### src/hw/debug_port_pkg.sv
// shared constants and carrier types of the two-wire debug register select
package debug_port_pkg;
    localparam int BYTE_W = 8;

    // register select codes
    localparam logic [7:0] SEL_PART_ID = 8'h00;
    localparam logic [7:0] SEL_REVISION = 8'h01;
    localparam logic [7:0] SEL_FLASH_CTRL = 8'h02;
    localparam logic [7:0] SEL_FLASH_DATA = 8'hb4;
    localparam logic [7:0] SEL_PART_ID_ALT = 8'hfd;
    localparam logic [7:0] SEL_REVISION_ALT = 8'hfe;

    // reset values and unmapped read filler
    localparam logic [7:0] SELECT_RESET = 8'h00;
    localparam logic [7:0] CTRL_RESET = 8'h00;
    localparam logic [7:0] DATA_RESET = 8'h00;
    localparam logic [7:0] UNMAPPED_READ = 8'h00;

    // flash enable key, in order
    localparam logic [7:0] UNLOCK_FIRST = 8'h02;
    localparam logic [7:0] UNLOCK_SECOND = 8'h01;

    // flash command codes
    localparam logic [7:0] CMD_BLOCK_READ = 8'h06;
    localparam logic [7:0] CMD_BLOCK_WRITE = 8'h07;
    localparam logic [7:0] CMD_PAGE_ERASE = 8'h08;
    localparam logic [7:0] CMD_DEVICE_ERASE = 8'h03;

    // link framing: start bit, two instruction bits lsb first, one byte
    localparam logic START_LEVEL = 1'b0;
    localparam logic IDLE_LEVEL = 1'b1;
    localparam logic [1:0] INSTR_DATA_READ = 2'h0;
    localparam logic [1:0] INSTR_DATA_WRITE = 2'h1;
    localparam logic [1:0] INSTR_ADDR_READ = 2'h2;
    localparam logic [1:0] INSTR_ADDR_WRITE = 2'h3;
    localparam logic [2:0] CNT_RESET = 3'h0;
    localparam logic [2:0] CNT_STEP = 3'h1;
    localparam logic [2:0] INSTR_LAST_BIT = 3'h1;
    localparam logic [2:0] BYTE_LAST_BIT = 3'h7;

    typedef struct packed {
        logic rise;
        logic fall;
        logic data;
    } link_sample_t;

    typedef struct packed {
        logic valid;
        logic is_command;
        logic [7:0] data;
    } flash_req_t;
endpackage

### src/hw/link_sampler.sv
// synchronises link clock and data pins and finds link clock edges
`timescale 1ns/100ps
module link_sampler (
    // clock and reset
    input wire logic clock_in,
    input wire logic rst_n_in,
    // pins
    input wire logic link_clock_in,
    input wire logic link_data_in,
    // sampled view
    output debug_port_pkg::link_sample_t sample_out
);
    logic clk_meta_q;
    logic clk_sync_q;
    logic clk_prev_q;
    logic data_meta_q;
    logic data_sync_q;

    // idle levels at reset so no false edge appears on release
    always_ff @(posedge clock_in) begin
        if (!rst_n_in) begin
            clk_meta_q <= 1'b0;
            clk_sync_q <= 1'b0;
            clk_prev_q <= 1'b0;
            data_meta_q <= debug_port_pkg::IDLE_LEVEL;
            data_sync_q <= debug_port_pkg::IDLE_LEVEL;
        end else begin
            clk_meta_q <= link_clock_in;
            clk_sync_q <= clk_meta_q;
            clk_prev_q <= clk_sync_q;
            data_meta_q <= link_data_in;
            data_sync_q <= data_meta_q;
        end
    end

    assign sample_out.rise = clk_sync_q & ~clk_prev_q;
    assign sample_out.fall = ~clk_sync_q & clk_prev_q;
    assign sample_out.data = data_sync_q;
endmodule // link_sampler

### src/hw/flash_unlock.sv
// key sequence that enables flash programming until reset
`timescale 1ns/100ps
module flash_unlock (
    // clock and reset
    input wire logic clock_in,
    input wire logic rst_n_in,
    // control register writes
    input wire logic ctrl_write_in,
    input wire logic [7:0] ctrl_byte_in,
    // result
    output logic enable_out
);
    typedef enum logic [1:0] {LOCKED, ARMED, ENABLED} unlock_state_t;
    unlock_state_t state_q;
    unlock_state_t state_d;

    wire key_first = ctrl_write_in
        && ctrl_byte_in == debug_port_pkg::UNLOCK_FIRST;
    wire key_second = ctrl_write_in
        && ctrl_byte_in == debug_port_pkg::UNLOCK_SECOND;

    always_comb begin
        state_d = state_q;
        case (state_q)
            LOCKED: if (key_first) state_d = ARMED;
            ARMED: begin
                if (key_second) begin
                    state_d = ENABLED;
                end else if (ctrl_write_in && !key_first) begin
                    state_d = LOCKED;
                end
            end
            // only a reset leaves this state
            ENABLED: state_d = ENABLED;
            default: state_d = LOCKED;
        endcase
    end

    always_ff @(posedge clock_in) begin
        if (!rst_n_in) begin
            state_q <= LOCKED;
            enable_out <= 1'b0;
        end else begin
            state_q <= state_d;
            enable_out <= state_d == ENABLED;
        end
    end
endmodule // flash_unlock

### src/hw/two_wire_debug_register_select.sv
// register select front end of the two-wire debug and programming port
// Function
// all traffic uses one host clock line and one shared data line
// port registers reachable only through the two-wire link
// 8-bit select register chooses target of data reads and writes
// select 0x00 reads return the part identifier
// select 0x01 reads return the silicon revision
// select 0x02 reads and writes reach flash program control
// select 0xb4 reads and writes reach flash program data
// part identifier is read-only fixed 8-bit family code
// silicon revision is read-only 8-bit revision code
// host enables flashing by writing control 0x02 then 0x01
// flash enable holds until system reset
// data register carries commands 0x06 0x07 0x08 0x03, addresses, data
// data writes to identifier or revision are ignored
// select register resets to zero, picking the identifier
`timescale 1ns/100ps
module two_wire_debug_register_select #(
    // arbitrary family code
    parameter logic [7:0] PART_ID = 8'h3c,
    // arbitrary revision code
    parameter logic [7:0] REVISION = 8'h5a
) (
    // clock and reset
    input wire logic clock_in,
    input wire logic rst_n_in,
    // two-wire link
    input wire logic debug_link_clock_in,
    input wire logic debug_link_data_in,
    output logic debug_link_data_out,
    output logic debug_link_data_oe_n_out,
    // flash engine side
    input wire logic [7:0] flash_read_data_in,
    input wire logic flash_read_valid_in,
    output debug_port_pkg::flash_req_t flash_request_out,
    output logic flash_program_enable_out,
    // status
    output logic [7:0] debug_register_select_out
);
    typedef enum logic [1:0] {IDLE, INSTR, WDATA, RDATA} link_state_t;

    debug_port_pkg::link_sample_t smp;
    link_state_t state_q;
    link_state_t state_d;
    logic [1:0] instr_q;
    logic [2:0] cnt_q;
    logic [7:0] shift_q;
    logic [7:0] select_q;
    logic [7:0] ctrl_q;
    logic [7:0] flash_data_q;
    logic drive_q;
    logic oe_n_q;
    debug_port_pkg::flash_req_t req_q;
    logic enable;

    // both pins pass two flops before use
    link_sampler u_sampler (
        .clock_in(clock_in),
        .rst_n_in(rst_n_in),
        .link_clock_in(debug_link_clock_in),
        .link_data_in(debug_link_data_in),
        .sample_out(smp)
    );

    // framing decode
    wire cnt_instr_last = cnt_q == debug_port_pkg::INSTR_LAST_BIT;
    wire cnt_byte_last = cnt_q == debug_port_pkg::BYTE_LAST_BIT;
    wire [1:0] instr_full = {smp.data, instr_q[1]};
    wire [7:0] wbyte = {smp.data, shift_q[7:1]};
    wire start_seen = state_q == IDLE && smp.rise
        && smp.data == debug_port_pkg::START_LEVEL;
    wire instr_done = state_q == INSTR && smp.rise && cnt_instr_last;
    wire is_read = instr_full == debug_port_pkg::INSTR_DATA_READ
        || instr_full == debug_port_pkg::INSTR_ADDR_READ;
    wire load_read = instr_done && is_read;
    wire commit = state_q == WDATA && smp.rise && cnt_byte_last;
    wire commit_addr = commit
        && instr_q == debug_port_pkg::INSTR_ADDR_WRITE;
    wire commit_data = commit
        && instr_q == debug_port_pkg::INSTR_DATA_WRITE;
    wire read_done = state_q == RDATA && smp.rise && cnt_byte_last;

    // target decode from the select register
    wire sel_id = select_q == debug_port_pkg::SEL_PART_ID
        || select_q == debug_port_pkg::SEL_PART_ID_ALT;
    wire sel_rev = select_q == debug_port_pkg::SEL_REVISION
        || select_q == debug_port_pkg::SEL_REVISION_ALT;
    wire sel_ctrl = select_q == debug_port_pkg::SEL_FLASH_CTRL;
    wire sel_data = select_q == debug_port_pkg::SEL_FLASH_DATA;

    // identifier and revision are constants, so no write path exists
    wire [7:0] read_value =
        instr_full == debug_port_pkg::INSTR_ADDR_READ ? select_q :
        sel_id ? PART_ID :
        sel_rev ? REVISION :
        sel_ctrl ? ctrl_q :
        sel_data ? flash_data_q :
        debug_port_pkg::UNMAPPED_READ;

    // writes to identifier, revision or unmapped targets fall through
    wire ctrl_write = commit_data && sel_ctrl;
    wire data_write = commit_data && sel_data;
    wire is_command = wbyte == debug_port_pkg::CMD_BLOCK_READ
        || wbyte == debug_port_pkg::CMD_BLOCK_WRITE
        || wbyte == debug_port_pkg::CMD_PAGE_ERASE
        || wbyte == debug_port_pkg::CMD_DEVICE_ERASE;

    // host write beats an engine load in the same cycle
    wire [7:0] flash_data_d = data_write ? wbyte :
        flash_read_valid_in ? flash_read_data_in : flash_data_q;
    wire [7:0] select_d = commit_addr ? wbyte : select_q;
    wire [7:0] ctrl_d = ctrl_write ? wbyte : ctrl_q;

    flash_unlock u_unlock (
        .clock_in(clock_in),
        .rst_n_in(rst_n_in),
        .ctrl_write_in(ctrl_write),
        .ctrl_byte_in(wbyte),
        .enable_out(enable)
    );

    // link frame sequence
    always_comb begin
        state_d = state_q;
        case (state_q)
            IDLE: if (start_seen) state_d = INSTR;
            INSTR: if (instr_done) state_d = is_read ? RDATA : WDATA;
            WDATA: if (commit) state_d = IDLE;
            RDATA: if (read_done) state_d = IDLE;
            default: state_d = IDLE;
        endcase
    end

    wire [2:0] cnt_d = state_d != state_q ? debug_port_pkg::CNT_RESET :
        smp.rise ? cnt_q + debug_port_pkg::CNT_STEP : cnt_q;

    wire [7:0] shift_d = load_read ? read_value :
        state_q == WDATA && smp.rise ? wbyte :
        state_q == RDATA && smp.rise ? {1'b0, shift_q[7:1]} : shift_q;

    wire [1:0] instr_d = state_q == INSTR && smp.rise ?
        instr_full : instr_q;

    // drive on link clock fall so the host samples a settled bit
    wire drive_d = state_q == RDATA && smp.fall ? shift_q[0] : drive_q;
    wire oe_n_d = read_done ? 1'b1 :
        state_q == RDATA && smp.fall ? 1'b0 : oe_n_q;

    always_ff @(posedge clock_in) begin
        if (!rst_n_in) begin
            state_q <= IDLE;
            instr_q <= debug_port_pkg::INSTR_DATA_READ;
            cnt_q <= debug_port_pkg::CNT_RESET;
            shift_q <= debug_port_pkg::DATA_RESET;
            drive_q <= debug_port_pkg::IDLE_LEVEL;
            oe_n_q <= 1'b1;
        end else begin
            state_q <= state_d;
            instr_q <= instr_d;
            cnt_q <= cnt_d;
            shift_q <= shift_d;
            drive_q <= drive_d;
            oe_n_q <= oe_n_d;
        end
    end

    // registers written from the link, flash data also from the flash engine, never a cpu bus
    always_ff @(posedge clock_in) begin
        if (!rst_n_in) begin
            select_q <= debug_port_pkg::SELECT_RESET;
            ctrl_q <= debug_port_pkg::CTRL_RESET;
            flash_data_q <= debug_port_pkg::DATA_RESET;
            req_q <= '0;
        end else begin
            select_q <= select_d;
            ctrl_q <= ctrl_d;
            flash_data_q <= flash_data_d;
            req_q.valid <= data_write && enable;
            req_q.is_command <= is_command;
            req_q.data <= wbyte;
        end
    end

    assign debug_link_data_out = drive_q;
    assign debug_link_data_oe_n_out = oe_n_q;
    assign flash_request_out = req_q;
    assign flash_program_enable_out = enable;
    assign debug_register_select_out = select_q;
endmodule // two_wire_debug_register_select

### config.mk
export PLATFORM = sky130hd
export DESIGN_NAME = two_wire_debug_register_select
export DESIGN_NICKNAME = d
export VERILOG_FILES = /design/src/hw/debug_port_pkg.sv /design/src/hw/link_sampler.sv /design/src/hw/flash_unlock.sv /design/src/hw/two_wire_debug_register_select.sv
export SDC_FILE = /design/constraint.sdc
export NUM_CORES = 1
export LEC_CHECK = 0
export ABC_AREA = 0
export BUFFER_PORTS_ARGS = -buffer_cell sky130_fd_sc_hd__clkbuf_2
export CAP_MARGIN = 30
export CORE_AREA = 2 2 95 106
export DETAILED_ROUTE_END_ITERATION = 16
export DIE_AREA = 0 0 97 108
export GPL_TIMING_DRIVEN = 0
export MAX_ROUTING_LAYER = met4
export PLACE_DENSITY = 0.53
export SETUP_SLACK_MARGIN = 0.2
export SYNTH_ARGS = -nofsm -noshare
export SYNTH_HDL_FRONTEND = slang
export SYNTH_HIERARCHICAL = 1
export SYNTH_SLANG_ARGS = --single-unit
### constraint.sdc
create_clock -name clock_in -period 3.3 [get_ports clock_in]
set_clock_uncertainty 0.2 [all_clocks]
set_input_delay 0.165 -clock clock_in [delete_from_list [all_inputs] [get_ports clock_in]]
set_output_delay 0.165 -clock clock_in [all_outputs]
set_load 0.005 [all_outputs]
==> results.json <==
{
  "areaGrowthSynthToFinish_pct": 23.2,
  "fillers": 979,
  "p_leak_uw": 0.00131,
  "routed_wl_um": 7710,
  "maxCapViolCount": 0,
  "cts_root_buf": "clkbuf_8",
  "status": "complete, no violations",
  "clock_sinks": 59,
  "drc_errors": 0,
  "ys_ff_latch": 59,
  "startpoint_type": "flop",
  "yosys_warnings": 6,
  "syn_area_per_cell_um2": 8.88,
  "gp_congestion": 0.932,
  "crit_fanout": 9,
  "post-place-ws_ns": 0.561,
  "crit_path_start": "cnt_q[0]",
  "max-slew-margin-rel": 0.473,
  "place_area_um2": 3090,
  "path_class": "flop to flop",
  "fmax_mhz": 390,
  "antenna_found_initial": 0,
  "drtIter0Drc": 106,
  "netlist_top_cells_area": "dfxtp_1, mux2i_1, nor2_1, nand3_1, and2_1",
  "grt_pass1_wl_um": 12800,
  "finalHoldViolations": 0,
  "core.rowCount": 37,
  "core-area_um2": 9310,
  "grt_pass1_vias": 2511,
  "die_w_um": 97,
  "synthDistinctLibCells": 59,
  "finalCritPeriodShare": 0.777,
  "start_util": 0.299,
  "ys_async_sr_fraction": 0,
  "htreeDepth": 3,
  "synth_top_area_frac": 0.425,
  "critPathRequiredTime_ns": 3.38,
  "cts.clk_slew.worst_paths_ns": 0.07,
  "multiInputGateArea_um2": 1450,
  "hold_path_class": "flop to flop",
  "io_pins": 34,
  "fin_crit_ns": 2.56,
  "fin_ws_ns": 0.736,
  "nets": 385,
  "power_density_nw_per_um2": 431,
  "track_usage": 0.160,
  "cts_tree": "built",
  "irDropWorstVdd_uv": 157,
  "synth_edf_count": 0,
  "wl_per_cell_um": 15.7,
  "dp_hpwl_um": 5340,
  "grt_max_degree": 11,
  "setup_tns_ns": 0,
  "min_from": "u_sampler/data_meta_q",
  "synthFlopType": "dfxtp_1",
  "dr.pass1.iters": 4,
  "post_drt_via_cell_ratio": 5.11,
  "postCtsSetupRepairBufs": 0,
  "cts-buffers-inserted": 9,
  "cp_data_arrival_time_ns": 2.65,
  "dieArea_um2": 10500,
  "setup_viol": 0,
  "fin_area_um2": 3420,
  "clock_latency_ns": 0.35,
  "ant_nets": 0,
  "diodes": 0,
  "slew_viol_final": 0,
  "seq_area_um2": 1180,
  "worst_setup_path_end_kind": "flop",
  "grt_setup_unrepaired": "false",
  "grt-ovfl-total": 0,
  "die_h_um": 108,
  "syn-cell-area_um2": 2780,
  "syn_inst": 313,
  "drive_above_1_share": 0.174,
  "r2r-start": "cnt_q[0]",
  "dr_total_vias": 2506,
  "synth_fp_nets": 329,
  "fin_util": 0.368,
  "post-synth-top-area-cell": "dfxtp_1",
  "port_buffers": 32,
  "tightest_slew_ns": 0.785,
  "ys_seq_area_frac": 0.425,
  "clock_path_buffers": 2
}
## registers in the layout (all words and copies together) (netlist names)
name / flops
u_sampler/data_meta_q: 1
u_sampler/clk_sync_q: 1
ctrl_q: 8
flash_data_q: 8
u_unlock/state_q: 2
instr_q: 2
u_sampler/clk_prev_q: 1
u_sampler/clk_meta_q: 1
cnt_q: 3
debug_register_select_out: 8
u_unlock/enable_out: 1
u_sampler/data_sync_q: 1
state_q: 2
debug_link_data_oe_n_out: 1
flash_request_out: 10
debug_link_data_out: 1
shift_q: 8
## Yosys cell counts (all sizes together), types with 2 or more instances
cell and count:
a2111oi 2, a211oi 10, a21oi 11, a221oi 2, a22oi 2, and2 14, and3 4, and3b 3
and4 4, buf 10, clkbuf 16, dfxtp 59, ha 3, inv 7, mux2i 22, nand2 17
nand2b 5, nand3 17, nand4 4, nand4b 2, nor2 31, nor2b 7, nor3 5, nor3b 2
nor4 6, nor4b 2, o2111ai 2, o21ai 13, o22ai 4, o32ai 4, or3 3, or4 3
## power breakdown
part | total, uW | internal [uW] | leakage, uW | switching (uW)
registers | 728 | 723 | 0.000478 | 5.39
logic | 69.8 | 33.7 | 0.000735 | 36.1
clock network | 678 | 384 | 0.0000974 | 295
## through the flow
stage	power, uW	hold slack [ns]	cells
2_1_floorplan	781	0.0380	313
3_3_place_gp	802	0.153	462
3_5_place_dp	803	0.152	462
4_1_cts	1500	0.210	490
5_1_grt	1530	0.229	490
6_report	1480	0.207	490
## cell type report
| class | instances | area share |
|---|---|---|
| Buffer | 26 | 0.0351 |
| Clock buffer | 11 | 0.0442 |
| Clock inverter | 4 | 0.0146 |
| Inverter | 8 | 0.00877 |
| Multi-Input combinational cell | 220 | 0.425 |
| Sequential cell | 59 | 0.345 |
| Tap cell | 117 | 0.0428 |
| Timing Repair Buffer | 45 | 0.0848 |
## placed cells by master (no fill, tap or decap), types with 2 or more instances in the layout
master / Yosys / final
clkbuf_1: 14 / 14
nand4b_1: 2 / 2
inv_1: 7 / 7
ha_1: 3 / 3
a21oi_1: 11 / 11
and3_1: 4 / 4
a221oi_1: 2 / 2
a22oi_1: 2 / 2
buf_2: 7 / 7
nor4_1: 4 / 4
nand2b_1: 5 / 5
o21ai_0: 12 / 12
clkbuf_2: 2 / 34
nor2b_1: 7 / 7
nor2_1: 31 / 31
nand2_1: 17 / 17
nand3_1: 17 / 17
o32ai_1: 4 / 4
dfxtp_1: 59 / 59
clkbuf_8: 0 / 11
and4_1: 4 / 4
clkinvlp_4: 0 / 2
a211oi_1: 10 / 10
o22ai_1: 4 / 4
o2111ai_1: 2 / 2
a2111oi_0: 2 / 2
dlygate4sd3_1: 0 / 13
or3_1: 3 / 3
and2_1: 13 / 13
or4_1: 3 / 3
mux2i_1: 22 / 22
nor3_1: 5 / 5
nand4_1: 3 / 3
nor4b_1: 2 / 2
and3b_1: 3 / 3
## worst paths after layout
check	endpoint	slack [ns]	depth (start not counted)
setup / recovery	u_unlock/state_q[0]	0.74	8
setup reg to reg	u_unlock/state_q[0]	0.74	8
hold reg to reg	u_sampler/data_sync_q	0.21	1
hold / removal	u_sampler/data_sync_q	0.21	1
## metal layers
layer / track usage / vias to the layer above / part of all wire / wire length (um)
met2: 0.271 / 61 / 0.48 / 3740
li1: - / 1250 / - / -
met1: 0.185 / 1178 / 0.45 / 3440
met4: 0.0825 / 0 / 0.025 / 195
met5: - / - / 0 / 0
met3: 0.0246 / 17 / 0.043 / 334
## cell families after synthesis
logic type / synth area share
flops: 0.425
xor+xnor: 0.00315
mux: 0.0792
buf+inv: 0.0540
simple gates: 0.278
compound gates: 0.147
fa+ha+maj: 0.0135
## worst max-delay path, stage by stage, from the launching register on
cell	delay, ns
dfxtp_1	0.38
ha_1	0.17
ha_1	0.24
nor4bb_2	0.51
nand2_1	0.30
nor2_1	0.25
and3b_1	0.18
a31oi_1	0.10
nor3b_2	0.16
## what timing repair did
action	4_1_cts	5_1_grt
endpoints found under the setup margin	0	1
gates resized for setup	0	1
endpoints found under the hold margin	14	0
hold buffers	13	0
(Power assumes the default switching activity.)
